### src/ratio_boost_pkg.sv
// package: register map, field layout and reset values for the ratio and boost config bank
package ratio_boost_pkg;

    // register offsets on the control port
    localparam logic [7:0] ADDR_CLOCK_RATIO_CONFIG   = 8'h14;
    localparam logic [7:0] ADDR_BOOST_CONFIG_A       = 8'h15;
    localparam logic [7:0] ADDR_BOOST_CONFIG_B       = 8'h16;
    localparam logic [7:0] ADDR_SOFTWARE_RESET_CMD   = 8'hff;
    localparam logic [7:0] ADDR_FAULT_CONTROL        = 8'h12;

    // value that starts a soft reset
    localparam logic [7:0] SOFT_RESET_KEY            = 8'h00;

    // reset values
    localparam logic [7:0] RST_CLOCK_RATIO_CONFIG    = 8'h11;
    localparam logic [7:0] RST_BOOST_CONFIG_A        = 8'h03;
    localparam logic [7:0] RST_BOOST_CONFIG_B        = 8'h00;

    // field positions
    localparam int AUTO_RATIO_BIT   = 4;
    localparam int RATIO_CODE_MSB   = 3;
    localparam int DRIVE_SPEED_LSB  = 6;
    localparam int DISCHARGE_BIT    = 2;
    localparam int PWM_ONLY_N_BIT   = 1;
    localparam int FREQ_SEL_BIT     = 0;
    localparam int MANUAL_RCV_BIT   = 3;
    localparam int GM_SEL_LSB       = 0;
    localparam int MANUAL_TRIG_BIT  = 3;

    // largest legal ratio code (400 x fs)
    localparam logic [3:0] RATIO_CODE_MAX = 4'h9;

    // one-hot ratio decode width, one per legal code
    localparam int RATIO_SEL_WIDTH  = 10;

    // register bus write/read request
    typedef struct packed {
        logic       wrEn;
        logic       rdEn;
        logic [7:0] addr;
        logic [7:0] wrData;
    } reg_req_type;

    // control bits toward the analog boost
    typedef struct packed {
        logic [1:0] highSideDriveSpeed;
        logic       dischargeSwitchEn;
        logic       pwmOnlyN;
        logic       boostFreqSel;
        logic       boostFaultManualRecovery;
        logic [1:0] errorAmpGmSel;
    } boost_ctrl_type;

endpackage : ratio_boost_pkg

### src/ratio_code_decoder.sv
// leaf: one-hot decode of the clock ratio code
`timescale 1ns/100ps
module ratio_code_decoder
    import ratio_boost_pkg::*;
(
    input  wire logic [3:0]                 ratioCode,   // active ratio code
    output logic      [RATIO_SEL_WIDTH-1:0] ratioSel,    // one-hot ratio select
    output logic                            ratioValid   // code is a legal ratio
);

    // ratio code map
    // codes 0..5 are 64..512 fs, 6..9 are 50..400 fs; above 9 selects nothing
    always_comb
    begin
        ratioSel = '0;
        for (int i = 0; i < RATIO_SEL_WIDTH; i++)
        begin
            if (ratioCode == 4'(i))
            begin
                ratioSel[i] = 1'b1;
            end
        end
        ratioValid = (ratioCode <= RATIO_CODE_MAX);
    end

endmodule : ratio_code_decoder

### src/clock_ratio_boost_config_regs.sv
// top: ratio and boost configuration registers with soft reset
`timescale 1ns/100ps
module clock_ratio_boost_config_regs
    import ratio_boost_pkg::*;
(
    input  wire logic                       core_clk,           // 250 MHz core clock
    input  wire logic                       rst_b,              // async reset, active low
    input  wire reg_req_type                regReq,             // control port request
    output logic      [7:0]                 rdData,             // read data, registered
    input  wire logic                       detectValid,        // detector has a ratio
    input  wire logic [3:0]                 detectedRatioCode,  // ratio from detector
    input  wire logic                       boostFaultLatched,  // boost fault held
    output logic      [3:0]                 activeRatioCode,    // ratio used by clocking
    output logic      [RATIO_SEL_WIDTH-1:0] activeRatioSel,     // one-hot active ratio
    output logic                            activeRatioValid,   // active code legal
    output logic                            autoRatioDetectEn,  // detector enable
    output boost_ctrl_type                  boostCtrl,          // boost analog controls
    output logic                            recoveryPulse,      // one recovery attempt
    output logic                            softResetPulse      // soft reset start
);

    // behaviour of the bank, seen from the control port
    // - a write lands on the edge that takes the strobe and shows right after that edge
    // - a read answers one edge after its strobe, and the data then holds
    // - reads and writes may come back to back; no wait states are inserted
    // - reserved bits store what software wrote and read it back unchanged
    // - the soft reset key raises one pulse, and the registers return on the next edge
    // - writes to the three config registers in the pulse cycle are lost, so software waits one cycle after the key
    // - any other value at the soft reset address is ignored
    // - the detector only touches the ratio code field while auto mode is on
    // - in auto mode the detector beats a software code write in the same cycle
    // - the recovery trigger is not stored, and its address reads as zero
    // - the trigger is refused unless manual recovery is chosen and a fault is held
    // - codes 10 to 15 are accepted but flagged invalid toward the clocking logic
    // - the boost controls come straight from flops, so they never glitch on a write

    // register storage and next values
    logic [7:0] clockRatioConfig_reg;   // auto bit plus ratio code
    logic [7:0] clockRatioConfig_next;
    logic [7:0] boostConfigA_reg;       // speed, discharge, pwm mode, freq
    logic [7:0] boostConfigA_next;
    logic [7:0] boostConfigB_reg;       // recovery mode, gm select
    logic [7:0] boostConfigB_next;
    logic [7:0] rdData_reg;             // read data holding
    logic [7:0] rdData_next;
    logic       recovery_reg;           // recovery pulse
    logic       recovery_next;
    logic       softReset_reg;          // soft reset pulse
    logic       softReset_next;

    // decoded write strobes
    logic wrRatio;
    logic wrBoostA;
    logic wrBoostB;
    logic wrSoftReset;
    logic wrFault;

    // address match shared by write decode
    function automatic logic hit(input reg_req_type req, input logic [7:0] addr);
        hit = req.wrEn && (req.addr == addr);
    endfunction : hit

    // strobes are pure decodes of the request; no state here
    always_comb
    begin
        wrRatio     = hit(regReq, ADDR_CLOCK_RATIO_CONFIG);
        wrBoostA    = hit(regReq, ADDR_BOOST_CONFIG_A);
        wrBoostB    = hit(regReq, ADDR_BOOST_CONFIG_B);
        wrFault     = hit(regReq, ADDR_FAULT_CONTROL);
        // soft reset key
        // only the exact key value starts a reset; other values are ignored
        wrSoftReset = hit(regReq, ADDR_SOFTWARE_RESET_CMD) && (regReq.wrData == SOFT_RESET_KEY);
    end

    // next-state for all configuration registers
    // writes first, then the detector, then soft reset: later assignments win
    always_comb
    begin
        // start from the held values so every path assigns every output
        clockRatioConfig_next = clockRatioConfig_reg;
        boostConfigA_next     = boostConfigA_reg;
        boostConfigB_next     = boostConfigB_reg;
        // software writes store every bit, reserved bits read back as written
        if (wrRatio)
        begin
            clockRatioConfig_next = regReq.wrData;
        end
        if (wrBoostA)
        begin
            boostConfigA_next = regReq.wrData;
        end
        if (wrBoostB)
        begin
            boostConfigB_next = regReq.wrData;
        end
        // detected code stored
        // detector update wins over a same-cycle software code write in auto mode
        if (clockRatioConfig_next[AUTO_RATIO_BIT] && detectValid)
        begin
            clockRatioConfig_next[RATIO_CODE_MSB:0] = detectedRatioCode;
        end
        // soft reset restores
        // soft reset overrides any same-cycle write to the config registers
        if (softReset_reg)
        begin
            clockRatioConfig_next = RST_CLOCK_RATIO_CONFIG;
            boostConfigA_next     = RST_BOOST_CONFIG_A;
            boostConfigB_next     = RST_BOOST_CONFIG_B;
        end
    end

    // next-state for pulses and read data
    always_comb
    begin
        // one recovery attempt
        // trigger only acts while boost is in manual recovery and a fault is held
        recovery_next  = wrFault && regReq.wrData[MANUAL_TRIG_BIT]
                         && boostConfigB_reg[MANUAL_RCV_BIT] && boostFaultLatched;
        softReset_next = wrSoftReset;
        // the read mux only moves on a read strobe, so rdData holds between reads
        rdData_next    = rdData_reg;
        if (regReq.rdEn)
        begin
            case (regReq.addr)
                ADDR_CLOCK_RATIO_CONFIG: rdData_next = clockRatioConfig_reg;
                ADDR_BOOST_CONFIG_A:     rdData_next = boostConfigA_reg;
                ADDR_BOOST_CONFIG_B:     rdData_next = boostConfigB_reg;
                // soft reset register and unmapped addresses read as zero
                default:                 rdData_next = 8'h00;
            endcase
        end
    end

    // register the configuration group
    // async reset only at power-up; soft reset goes through the next-state path instead
    always_ff @(posedge core_clk or negedge rst_b)
    begin
        if (!rst_b)
        begin
            clockRatioConfig_reg <= RST_CLOCK_RATIO_CONFIG;
            boostConfigA_reg     <= RST_BOOST_CONFIG_A;
            boostConfigB_reg     <= RST_BOOST_CONFIG_B;
        end
        else
        begin
            // normal operation: take the computed next values
            clockRatioConfig_reg <= clockRatioConfig_next;
            boostConfigA_reg     <= boostConfigA_next;
            boostConfigB_reg     <= boostConfigB_next;
        end
    end

    // register the pulse and read data group
    always_ff @(posedge core_clk or negedge rst_b)
    begin
        if (!rst_b)
        begin
            // pulses idle low, read data cleared
            rdData_reg    <= 8'h00;
            recovery_reg  <= 1'b0;
            softReset_reg <= 1'b0;
        end
        else
        begin
            // pulses last one cycle because their next values are strobes
            rdData_reg    <= rdData_next;
            recovery_reg  <= recovery_next;
            softReset_reg <= softReset_next;
        end
    end

    assign autoRatioDetectEn = clockRatioConfig_reg[AUTO_RATIO_BIT];
    // manual code used
    // in auto mode the field already holds the detected code, so one path serves both
    assign activeRatioCode = clockRatioConfig_reg[RATIO_CODE_MSB:0];

    // one-hot decode of the active code for the clock ratio logic
    ratio_code_decoder i_ratio_code_decoder
    (
        .ratioCode  (activeRatioCode),
        .ratioSel   (activeRatioSel),
        .ratioValid (activeRatioValid)
    );

    // boost controls straight from register bits
    always_comb
    begin
        boostCtrl.highSideDriveSpeed = boostConfigA_reg[DRIVE_SPEED_LSB +: 2];
        boostCtrl.dischargeSwitchEn  = boostConfigA_reg[DISCHARGE_BIT];
        boostCtrl.pwmOnlyN           = boostConfigA_reg[PWM_ONLY_N_BIT];
        boostCtrl.boostFreqSel       = boostConfigA_reg[FREQ_SEL_BIT];
        boostCtrl.boostFaultManualRecovery = boostConfigB_reg[MANUAL_RCV_BIT];
        boostCtrl.errorAmpGmSel      = boostConfigB_reg[GM_SEL_LSB +: 2];
    end

    // outputs straight from flops, no combinational path from the bus
    assign rdData         = rdData_reg;
    assign recoveryPulse  = recovery_reg;
    assign softResetPulse = softReset_reg;

endmodule : clock_ratio_boost_config_regs

### config.mk
export PLATFORM = sky130hd
export DESIGN_NAME = clock_ratio_boost_config_regs
export DESIGN_NICKNAME = d
export VERILOG_FILES = /design/src/ratio_boost_pkg.sv /design/src/ratio_code_decoder.sv /design/src/clock_ratio_boost_config_regs.sv
export SDC_FILE = /design/constraint.sdc
export NUM_CORES = 1
export LEC_CHECK = 0
export ABC_AREA = 1
export BUFFER_PORTS_ARGS = -buffer_cell sky130_fd_sc_hd__buf_2
export CAP_MARGIN = 25
export CORE_MARGIN = 3
export CORE_UTILIZATION = 27
export DETAILED_ROUTE_END_ITERATION = 6
export SYNTH_ARGS = -nofsm -noshare
export SYNTH_HDL_FRONTEND = slang
export SYNTH_HIERARCHICAL = 1
export SYNTH_SLANG_ARGS = --single-unit
### constraint.sdc
create_clock -name core_clk -period 1.5 [get_ports core_clk]
set_clock_uncertainty 0.1 [all_clocks]
set_input_delay 0.075 -clock core_clk [delete_from_list [all_inputs] [get_ports core_clk]]
set_output_delay 0.075 -clock core_clk [all_outputs]
set_load 0.02 [all_outputs]
==> results by group, run 1 <==
Layout
  – Final nets: 360
  – Diode count: 0
  – Fraction of layout cells with a size suffix above 1: 0.301
  – Final core occ: 0.372
  – P&R area growth vs syn: 31.2%
  – Fill count: 740

Global route
  – First-pass GRT wire length: a little over 9000 um
  – Global route total overflow: 0
  – Vias in the first global route: about 1900
  – GRT Total Usage: 0.136
  – Initial antenna violation count: 0
  – Largest net degree at the start of global routing: 35

Critical path
  – Startpoint types: flip-flop
  – Crit path DAT: approximately 1200 ps
  – R2r startpoint: softResetPulse
  – R2R depth: 3
  – Worst path max stage delay: 580 ps
  – FF-to-FF End: boostConfigA_reg[0]
  – Worst Path Required: roughly 1300 ps
  – R2r setup slk: approximately 270 ps
  – Crit path max fanout: 6
  – Critical path's slowest cell: dfstp_2
  – WS Path Type: reg2out
  – Crit-path cells: nand2_1, nor2_1, buf_2
  – CP Capture Type: output pin
  – Critical path's top delay family: flip-flops
  – Buf/Inv on CP: 1

Yosys
  – Asr flop ratio synth: 1.00
  – Synth Cell Area: between 0.0015 and 0.002 mm2
  – Largest family of logic cells by synthesized area: simple AND/OR/NAND/NOR gates
  – Post-Synth XOR/XNOR Area: 0
  – Compound-cell area share of the yosys netlist: 0.104
  – Mux cell area share after synthesis: 0
  – Gate count of the mapped netlist: 259
  – Post-synthesis cell type count: 26
  – Primary FF master, synth: dfrtp_1
  – Yosys warnings: 6
  – #FFs+latches synth: 34
  – Syn_nets: 285
  – EDFF count, synth: 0
  – Synth Area in Adders: 0
  – Register area share after synthesis: 0.435
  – Synth Area in Simple Gates: 0.320
  – Avg Cell Area, Syn: roughly 7.6 um2

Clocking
  – CTS Buffer Depth: 2
  – CTS buffer count: 5
  – Clock sink count: 34
  – Worst skew pair latency: between 200 and 300 ps
  – CTS tree: yes
  – Htree depth: 2
  – Clk slew on worst S/H paths: roughly 70 ps
  – Root Buffer: clkbuf_8

STA
  – Worst slew pin tran: between 400 and 500 ps
  – Unrepaired setup endpoints after global routing: false
  – FMAX: roughly 710 MHz
  – Worst slew margin: 0.709
  – Max Slew Vio Count: 0
  – Tcrit/Tclk final: 0.937
  – Setup TNS: 0 ps
  – Fin. Hold Viols: 1
  – Worst Slack Setup Final: roughly 95 ps
  – Worst hold slack: -10.5 ps
  – Final setup fails: 0
  – Crit path time final: between 1000 and 1500 ps

Detailed routing
  – DR vias: 1903
  – Drc violations: 0
  – ANT nets after route: 0
  – Routed WL: between 5000 and 6000 um
  – DR iter-0 viols: 87
  – DR WL/cell: approximately 13 um
  – Number of vias per cell: approximately 4.4
  – 1st-pass router iterations: 4

Placement
  – Dpl hpwl: a little over 4000 um
  – Gpl congestion: about 0.81
  – Post-place setup slack: approximately 130 ps
  – Port Buffers: 59

Run status
  – Status: complete, but fails checks
  – Failing checks: negative hold slack

Floorplanning
  – I/O pin count: 60
  – Die span in x: ~90 um
  – Full die area: approximately 0.0083 mm2
  – Initial Utilization: 0.283
  – Row cnt: 30
  – Die H: a little over 90 um
  – Core area: roughly 0.0069 mm2

Hold path
  – WHS Path Cells: 3
  – Hold Crit Start: regReq[15]
  – Hold WC Path Type: in2reg
  – Hold Path Sink: softResetPulse

Power
  – PD cells: approximately 780 mW/mm2
  – Leak: about 1.4 nW
  – Peak supply drop: ~0.00029 V

Job
  – Max-Cap Viols: 0
==> routing by layer <==
metal / share of wire / track usage
met1: 0.49 / 0.192
met2: 0.44 / 0.199
met3: 0.052 / 0.0307
met4: 0.017 / 0.0540
met5: 0 / 0
==> cells in the mapped netlist, types with 2 or more instances <==
| master | count | share of area |
|---|---|---|
| inv_1 | 40 | 0.076 |
| nand2_1 | 65 | 0.12 |
| nor2_1 | 20 | 0.038 |
| o22ai_1 | 9 | 0.029 |
| nor3_1 | 2 | 0.0051 |
| nand2_2 | 9 | 0.029 |
| a21oi_1 | 2 | 0.0051 |
| nand3_1 | 16 | 0.041 |
| dfrtp_1 | 30 | 0.38 |
| inv_2 | 8 | 0.015 |
| dfstp_2 | 4 | 0.053 |
| o21ai_0 | 21 | 0.053 |
| nor4_1 | 2 | 0.0064 |
| nor2_4 | 3 | 0.017 |
| buf_4 | 12 | 0.046 |
| nand3_4 | 2 | 0.018 |
| nand4_1 | 5 | 0.016 |
==> worst max-delay path by stage <==
stage                            start                  end  slack [ps]  depth (start not counted)
2_1_floorplan           softResetPulse  boostConfigB_reg[5]         200                          6
3_3_place_gp                regReq[11]  boostConfigA_reg[1]         180                          8
3_5_place_dp                regReq[11]  boostConfigA_reg[0]         130                          8
4_1_cts                      regReq[9]       softResetPulse          50                          5
5_1_grt                      regReq[9]  boostConfigB_reg[6]           4                          7
6_report       clockRatioConfig_reg[0]    activeRatioSel[5]          90                          3
==> timing repair <==
action	4_1_cts	5_1_grt
endpoints found under the hold margin	39	1
hold buffers	13	4
setup endpoints to repair	0	15
resized for setup	0	3
buffers inserted	0	2
==> cells in the final DEF (no fill, tap or decap) <==
cell / n
buf_2: 59
clkinv_1: 1
nor2_2: 1
nor2_4: 3
nand2_2: 8
nand3_4: 2
clkbuf_1: 3
nor3_1: 2
nor2_1: 19
o21ai_0: 20
dlygate4sd3_1: 16
nor2_8: 1
dfstp_2: 4
inv_2: 8
o211ai_1: 1
nand2_1: 65
inv_1: 40
nor3_2: 1
nor4_2: 1
nand2_4: 1
dfrtp_1: 30
o21ai_4: 1
nand3_1: 16
clkbuf_8: 5
buf_4: 6
nor4_1: 2
nand4_1: 5
o221ai_1: 1
a21oi_1: 2
nor4b_1: 1
o21ai_1: 1
o22ai_1: 9
==> power breakdown <==
| part | total [mW] | switching (mW) | internal (mW) |
|---|---|---|---|
| sequential | 0.993 | 0.0333 | 0.960 |
| combinational | 0.363 | 0.227 | 0.136 |
| clock | 0.652 | 0.322 | 0.330 |
==> layout make-up <==
type,instances,area (um2),area share
tap,96,120,0.0465
clock buffer,8,80.1,0.0310
multi-input combinational,163,841,0.326
inverter,49,184,0.0713
sequential,34,856,0.332
timing repair buffer,81,500,0.194
==> per-stage QoR <==
step | cells | power (mW) | hold WS (ps) | area, um2
after floorplan | 259 | 1.21 | -321 | 1970
after detailed placement | 405 | 1.33 | 35.7 | 2320
final | 431 | 2.01 | -10.5 | 2580
after global routing | 431 | 2.11 | 1.03 | 2580
after CTS | 426 | 2.02 | -13.2 | 2530
after global placement | 405 | 1.33 | 32.8 | 2320
==> worst min-delay path, cell delays in order <==
cell,delay [ps]
buf_2,110
nand4_1,110
nor4_2,50
==> logic make-up after synthesis <==
kind of cell	Yosys count
flip-flops	34
buffers and inverters	62
AO/OA/AOI/OAI	35
AND/OR/NAND/NOR	128
Note: power is estimated with default switching activity, not from simulation.
==> run 2, diff against run 1 <==
--- a/config.mk
+++ b/config.mk
@@ -11,6 +11,7 @@
 export CORE_MARGIN = 3
 export CORE_UTILIZATION = 27
 export DETAILED_ROUTE_END_ITERATION = 6
+export PLACE_DENSITY = 0.53
 export SYNTH_ARGS = -nofsm -noshare
 export SYNTH_HDL_FRONTEND = slang
 export SYNTH_HIERARCHICAL = 1
==> results by group, run 2 (synthesis results as in run 1) <==
Power
  – Leak: between 1 and 1.5 nW
  – PD cells: 798 mW/mm2
  – Peak supply drop: between 0.0003 and 0.0004 V

STA
  – Final setup fails: 0
  – Crit path time final: roughly 1400 ps
  – Worst slew pin tran: between 400 and 500 ps
  – Unrepaired setup endpoints after global routing: true
  – Max Slew Vio Count: 0
  – Tcrit/Tclk final: 0.950
  – Fin. Hold Viols: 1
  – Worst Slack Setup Final: ~75 ps
  – FMAX: between 700 and 800 MHz
  – Worst slew margin: 0.704
  – Worst hold slack: -4.86 ps

Critical path
  – R2r startpoint: softResetPulse
  – Startpoint types: primary input
  – End point of the critical path: boostConfigB_reg[1]
  – FF-to-FF End: clockRatioConfig_reg[3]
  – Worst Path Required: 1620 ps
  – Crit path DAT: around 1500 ps
  – WS Path Type: in2reg
  – Crit path from: regReq[9]
  – R2r setup slk: 200 ps
  – R2R depth: 7
  – CP Capture Type: flip-flop
  – Crit path max fanout: 8

Hold path
  – Hold Crit Start: regReq[6]
  – Hold WC Path Type: in2reg

Floorplanning
  – Core area: 0.00694 mm2
  – I/O pin count: 60
  – Die H: 91.4 um
  – Die span in x: approximately 90 um
  – Initial Utilization: 0.283
  – Full die area: between 0.008 and 0.009 mm2
  – Row cnt: 30

Layout
  – Most frequent cells in the layout: nand2_1 (65), buf_2 (59), inv_1 (40)
  – Final nets: roughly 360
  – P&R area growth vs syn: 31.5%
  – Fill count: 745
  – Final core occ: 0.373
  – Diode count: 0
  – Commonest non-fill, non-tap cell in the layout: nand2_1
  – Storage cell area: between 800 and 900 um2
  – Area of the multi-input gates: 841 um2
  – Fraction of layout cells with a size suffix above 1: 0.306

Clocking
  – CTS tree: yes
  – CTS Buffer Depth: 2
  – Root Buffer: clkbuf_8
  – Clk slew on worst S/H paths: around 70 ps
  – Worst skew pair latency: 290 ps
  – CTS buffer count: 5
  – Htree depth: 2
  – Clock sink count: 34

Global route
  – Largest net degree at the start of global routing: 35
  – First-pass GRT wire length: between 9000 and 10000 um
  – Initial antenna violation count: 0
  – Global route total overflow: 0
  – GRT Total Usage: 0.137
  – Vias in the first global route: between 1500 and 2000

Placement
  – Port Buffers: 59
  – Gpl congestion: ~0.81
  – Dpl hpwl: 4020 um
  – Post-place setup slack: slightly above 90 ps

Detailed routing
  – Drc violations: 0
  – DR iter-0 viols: 65
  – DR vias: 1874
  – Number of vias per cell: 4.37
  – Routed WL: roughly 5400 um
  – DR WL/cell: 12.6 um
  – ANT nets after route: 0
  – 1st-pass router iterations: 4

Run status
  – Failing checks: negative hold slack
  – Status: complete, but fails checks

Job
  – Max-Cap Viols: 0
-- run 2: cell types whose count changed in the layout (fill, tap and decap cells not counted) --
cell	change
clkbuf_1	-2
buf_12	+1
o21ai_1	-1
clkbuf_8	+1
o21ai_0	+1
clkinv_2	+1
buf_4	-2
dlygate4sd3_1	-1
-- run 2: routing by layer --
metal	share of wire	global-route usage
met2	0.43	0.199
met4	0.014	0.0452
met5	0	0
met3	0.042	0.0315
met1	0.51	0.198
-- run 2: power by group --
part           total, mW  leakage, nW  switching [mW]  internal [mW]
Sequential         0.991        0.450          0.0317          0.959
Clock              0.719       0.0482           0.349          0.370
Combinational      0.355        0.886           0.225          0.130
Total               2.07         1.38           0.605           1.46
-- run 2: how the worst min path moves through the flow --
stage	endpoint	cells after the start
2_1_floorplan	boostConfigA_reg[2]	0
5_1_grt	softResetPulse	4
6_report	softResetPulse	4
3_3_place_gp	rdData[7]	2
3_5_place_dp	rdData[3]	2
4_1_cts	softResetPulse	3
-- run 2: worst max-delay path, cell delays in order --
cell,delay [ps]
buf_2,120
dlygate4sd3_1,550
nand2_1,80
nor2_2,130
nand2_4,130
nor2_4,230
nand3_1,130
o21ai_0,100
-- run 2: repair_timing --
action                                 in CTS  in global routing
gates resized for setup                     0                  2
hold buffers                               13                  2
endpoints found under the hold margin      37                  1
setup endpoints to repair                   0                 20
buffers inserted                            0                  2
-- run 2: metrics by stage --
stage	setup TNS (ps)	hold slack [ps]	cells	area, um2	total power, mW
after detailed placement	0	40.2	404	2310	1.33
final	0	-4.86	429	2590	2.07
after global placement	0	36.7	404	2310	1.33
after floorplan	0	-321	259	1970	1.21
after CTS	0	-39.2	425	2530	2.07
after global routing	-19.4	5.49	429	2590	2.17
-- run 2: layout make-up --
type / count / area share
Clock buffer: 7 / 0.0334
Clock inverter: 1 / 0.00193
Inverter: 49 / 0.0711
Multi-Input combinational cell: 163 / 0.325
Sequential cell: 34 / 0.331
Tap cell: 96 / 0.0464
Timing Repair Buffer: 79 / 0.191
==> run 3, diff against run 2 <==
--- a/config.mk
+++ b/config.mk
@@ -5,12 +5,12 @@
 export SDC_FILE = /design/constraint.sdc
 export NUM_CORES = 1
 export LEC_CHECK = 0
-export ABC_AREA = 1
 export BUFFER_PORTS_ARGS = -buffer_cell sky130_fd_sc_hd__buf_2
 export CAP_MARGIN = 25
 export CORE_MARGIN = 3
 export CORE_UTILIZATION = 27
 export DETAILED_ROUTE_END_ITERATION = 6
+export GPL_TIMING_DRIVEN = 0
 export PLACE_DENSITY = 0.53
 export SYNTH_ARGS = -nofsm -noshare
 export SYNTH_HDL_FRONTEND = slang
==> constraint.sdc (replaced) <==
create_clock -name core_clk -period 1.5 [get_ports core_clk]
set_clock_uncertainty 0.1 [all_clocks]
set_input_delay 0.225 -clock core_clk [delete_from_list [all_inputs] [get_ports core_clk]]
set_output_delay 0.225 -clock core_clk [all_outputs]
set_load 0.02 [all_outputs]
==> results by group, run 3 <==
Layout
  – Fill count: between 600 and 700
  – P&R area growth vs syn: 54.2%
  – Most frequent cells in the layout: buf_2 (44), buf_4 (30), dfrtp_1 (27)
  – Storage cell area: around 860 um2
  – Area of the multi-input gates: approximately 0.0011 mm2
  – Final nets: slightly below 300
  – Layout Cells excl Fill: between 300 and 400
  – Diode count: 0
  – Design area: a little over 0.003 mm2
  – Commonest non-fill, non-tap cell in the layout: buf_2
  – Fraction of layout cells with a size suffix above 1: 0.528

Yosys
  – Primary FF master, synth: dfrtp_1
  – Yosys top cell by area: dfrtp_1
  – Synth Cell Area: approximately 0.002 mm2
  – Asr flop ratio synth: 1.00
  – EDFF count, synth: 0
  – Yosys warnings: 6
  – Syn_nets: 209
  – Register area share after synthesis: 0.433
  – Synth top cells by count: dfrtp_1 (30), nor2_1 (17), mux2i_1 (15), buf_4 (14), nor3_1 (14)
  – Post-synthesis cell type count: 38
  – Gate count of the mapped netlist: about 180
  – #FFs+latches synth: 34
  – Avg Cell Area, Syn: approximately 11 um2
  – Main area contributors after synthesis: dfrtp_1 (38%), mux2i_1 (7.6%), buf_4 (5.3%)
  – Most common cell in the netlist: dfrtp_1
  – Post-synth top area share: 0.380

STA
  – Tcrit/Tclk final: 1.15
  – Worst hold slack: a little over 60 ps
  – Crit path time final: 1730 ps
  – Max Slew Vio Count: 0
  – Worst Slack Setup Final: -229 ps
  – Worst slew pin tran: ~760 ps
  – Unrepaired setup endpoints after global routing: true
  – Final setup fails: between 40 and 50
  – Fin. Hold Viols: 0
  – FMAX: a little under 600 MHz
  – Worst slew margin: 0.491

Floorplanning
  – Row cnt: 30
  – Die H: between 90 and 100 um
  – Die span in x: roughly 92 um
  – I/O pin count: 60
  – Core area: a little under 0.007 mm2
  – Initial Utilization: 0.285
  – Full die area: ~0.0084 mm2

Placement
  – Gpl congestion: around 0.76
  – Dpl hpwl: a little under 4000 um
  – Port Buffers: slightly below 60
  – Inst Count DP: about 340
  – Post-DP Area: ~0.0024 mm2
  – Post-place setup slack: -822 ps

Global route
  – Initial antenna violation count: 0
  – GRT Total Usage: 0.135
  – Largest net degree at the start of global routing: 35
  – First-pass GRT wire length: between 9000 and 10000 um
  – Global route total overflow: 0
  – Vias in the first global route: 1697

Power
  – Peak supply drop: approximately 0.00044 V
  – PD cells: 1140 mW/mm2
  – Clock network power share: 0.248
  – P_sw: about 1.1 mW
  – Total Power: 3.47 mW
  – Combinational share of power: 0.434
  – Sw Share: 0.320
  – P_int: 2.36 mW
  – Seq pwr share: 0.319
  – Leak: around 1.4 nW

Critical path
  – WS Path Type: in2reg
  – Startpoint types: primary input
  – CP Capture Type: flip-flop
  – R2r setup slk: 30 ps
  – Worst Path Required: roughly 1600 ps
  – R2R depth: 3
  – Crit path DAT: about 1800 ps
  – Crit path max fanout: 5

Clocking
  – Clk slew on worst S/H paths: approximately 70 ps
  – Root Buffer: clkbuf_8
  – Htree depth: 2
  – CTS Buffer Depth: 2
  – Worst skew pair latency: around 280 ps
  – CTS buffer count: 5
  – CTS tree: yes
  – Clock sink count: 34

Detailed routing
  – Highest routing layer actually used: met4
  – Met1 Wirelength: about 2600 um
  – Number of vias per cell: between 4 and 5
  – DR WL/cell: roughly 16 um
  – Drc violations: 0
  – Met3 wire len: 285 um
  – Met2 WL: ~2800 um
  – DR vias: about 1700
  – DR iter-0 viols: 36
  – 1st-pass router iterations: 4
  – ANT nets after route: 0
  – Routed WL: just under 6000 um

Run status
  – Failing checks: negative setup slack
  – Status: complete, but fails checks

Job
  – Max-Cap Viols: 0

Hold path
  – WHS Path Cells: 3
  – Hold WC Path Type: in2reg
-- run 3: metal layers --
layer	track usage	vias to the layer above
met1	0.181	821
met4	0.0339	0
li1	-	828
met3	0.0282	6
met5	0	-
met2	0.220	55
-- run 3: worst max-delay path, stage by stage --
cell and delay (ps):
buf_6 90, or4_4 580, or4_1 430, clkbuf_8 180
nor3_4 200, a2111oi_4 60
-- run 3: path summary, 6_finish.rpt --
| path | startpoint | end |
|---|---|---|
| hold / removal | regReq[13] | softResetPulse |
| max in group asynchronous | rst_b | clockRatioConfig_reg[2] |
| hold reg to reg | rdData[6] | rdData[6] |
| setup / recovery | regReq[13] | clockRatioConfig_reg[1] |
| min in group asynchronous | rst_b | boostConfigA_reg[4] |
| setup reg to reg | softResetPulse | boostConfigB_reg[2] |
-- run 3: cell families after synthesis --
family,Yosys count,synth area share
compound gates,25,0.108
buf+inv,31,0.0975
flops,34,0.433
mux,17,0.0873
simple gates,76,0.275
-- run 3: power groups by stage --
stage	Clock [mW]	Combinational [mW]	Sequential (mW)
2_1_floorplan	0	0.693	1.07
3_3_place_gp	0	0.925	1.11
3_5_place_dp	0	0.930	1.11
4_1_cts	0.876	1.10	1.10
5_1_grt	0.914	1.60	1.11
6_report	0.858	1.50	1.10
-- run 3: what timing repair did --
action,CTS,global route
buffers inserted,11,8
pin swaps,8,16
endpoints found under the setup margin,44,45
gates cloned,1,2
hold buffers,1,0
endpoints found under the hold margin,30,0
gates resized for setup,28,36
-- run 3: area by class of cell --
| cell class | count | area share |
|---|---|---|
| clock inverter | 1 | 0.00985 |
| buffer | 24 | 0.0681 |
| inverter | 5 | 0.00616 |
| timing repair buffer | 81 | 0.203 |
| multi-input combinational | 118 | 0.365 |
| sequential | 34 | 0.282 |
| clock buffer | 6 | 0.0271 |
| tap | 96 | 0.0394 |
-- run 3: stage by stage --
stage / setup TNS (ps) / utilization
3_3_place_gp: -22700 / 0.350
2_1_floorplan: -14040 / -
5_1_grt: -9000 / 0.439
4_1_cts: -8160 / 0.403
3_5_place_dp: -22800 / 0.350
6_report: -6860 / 0.439
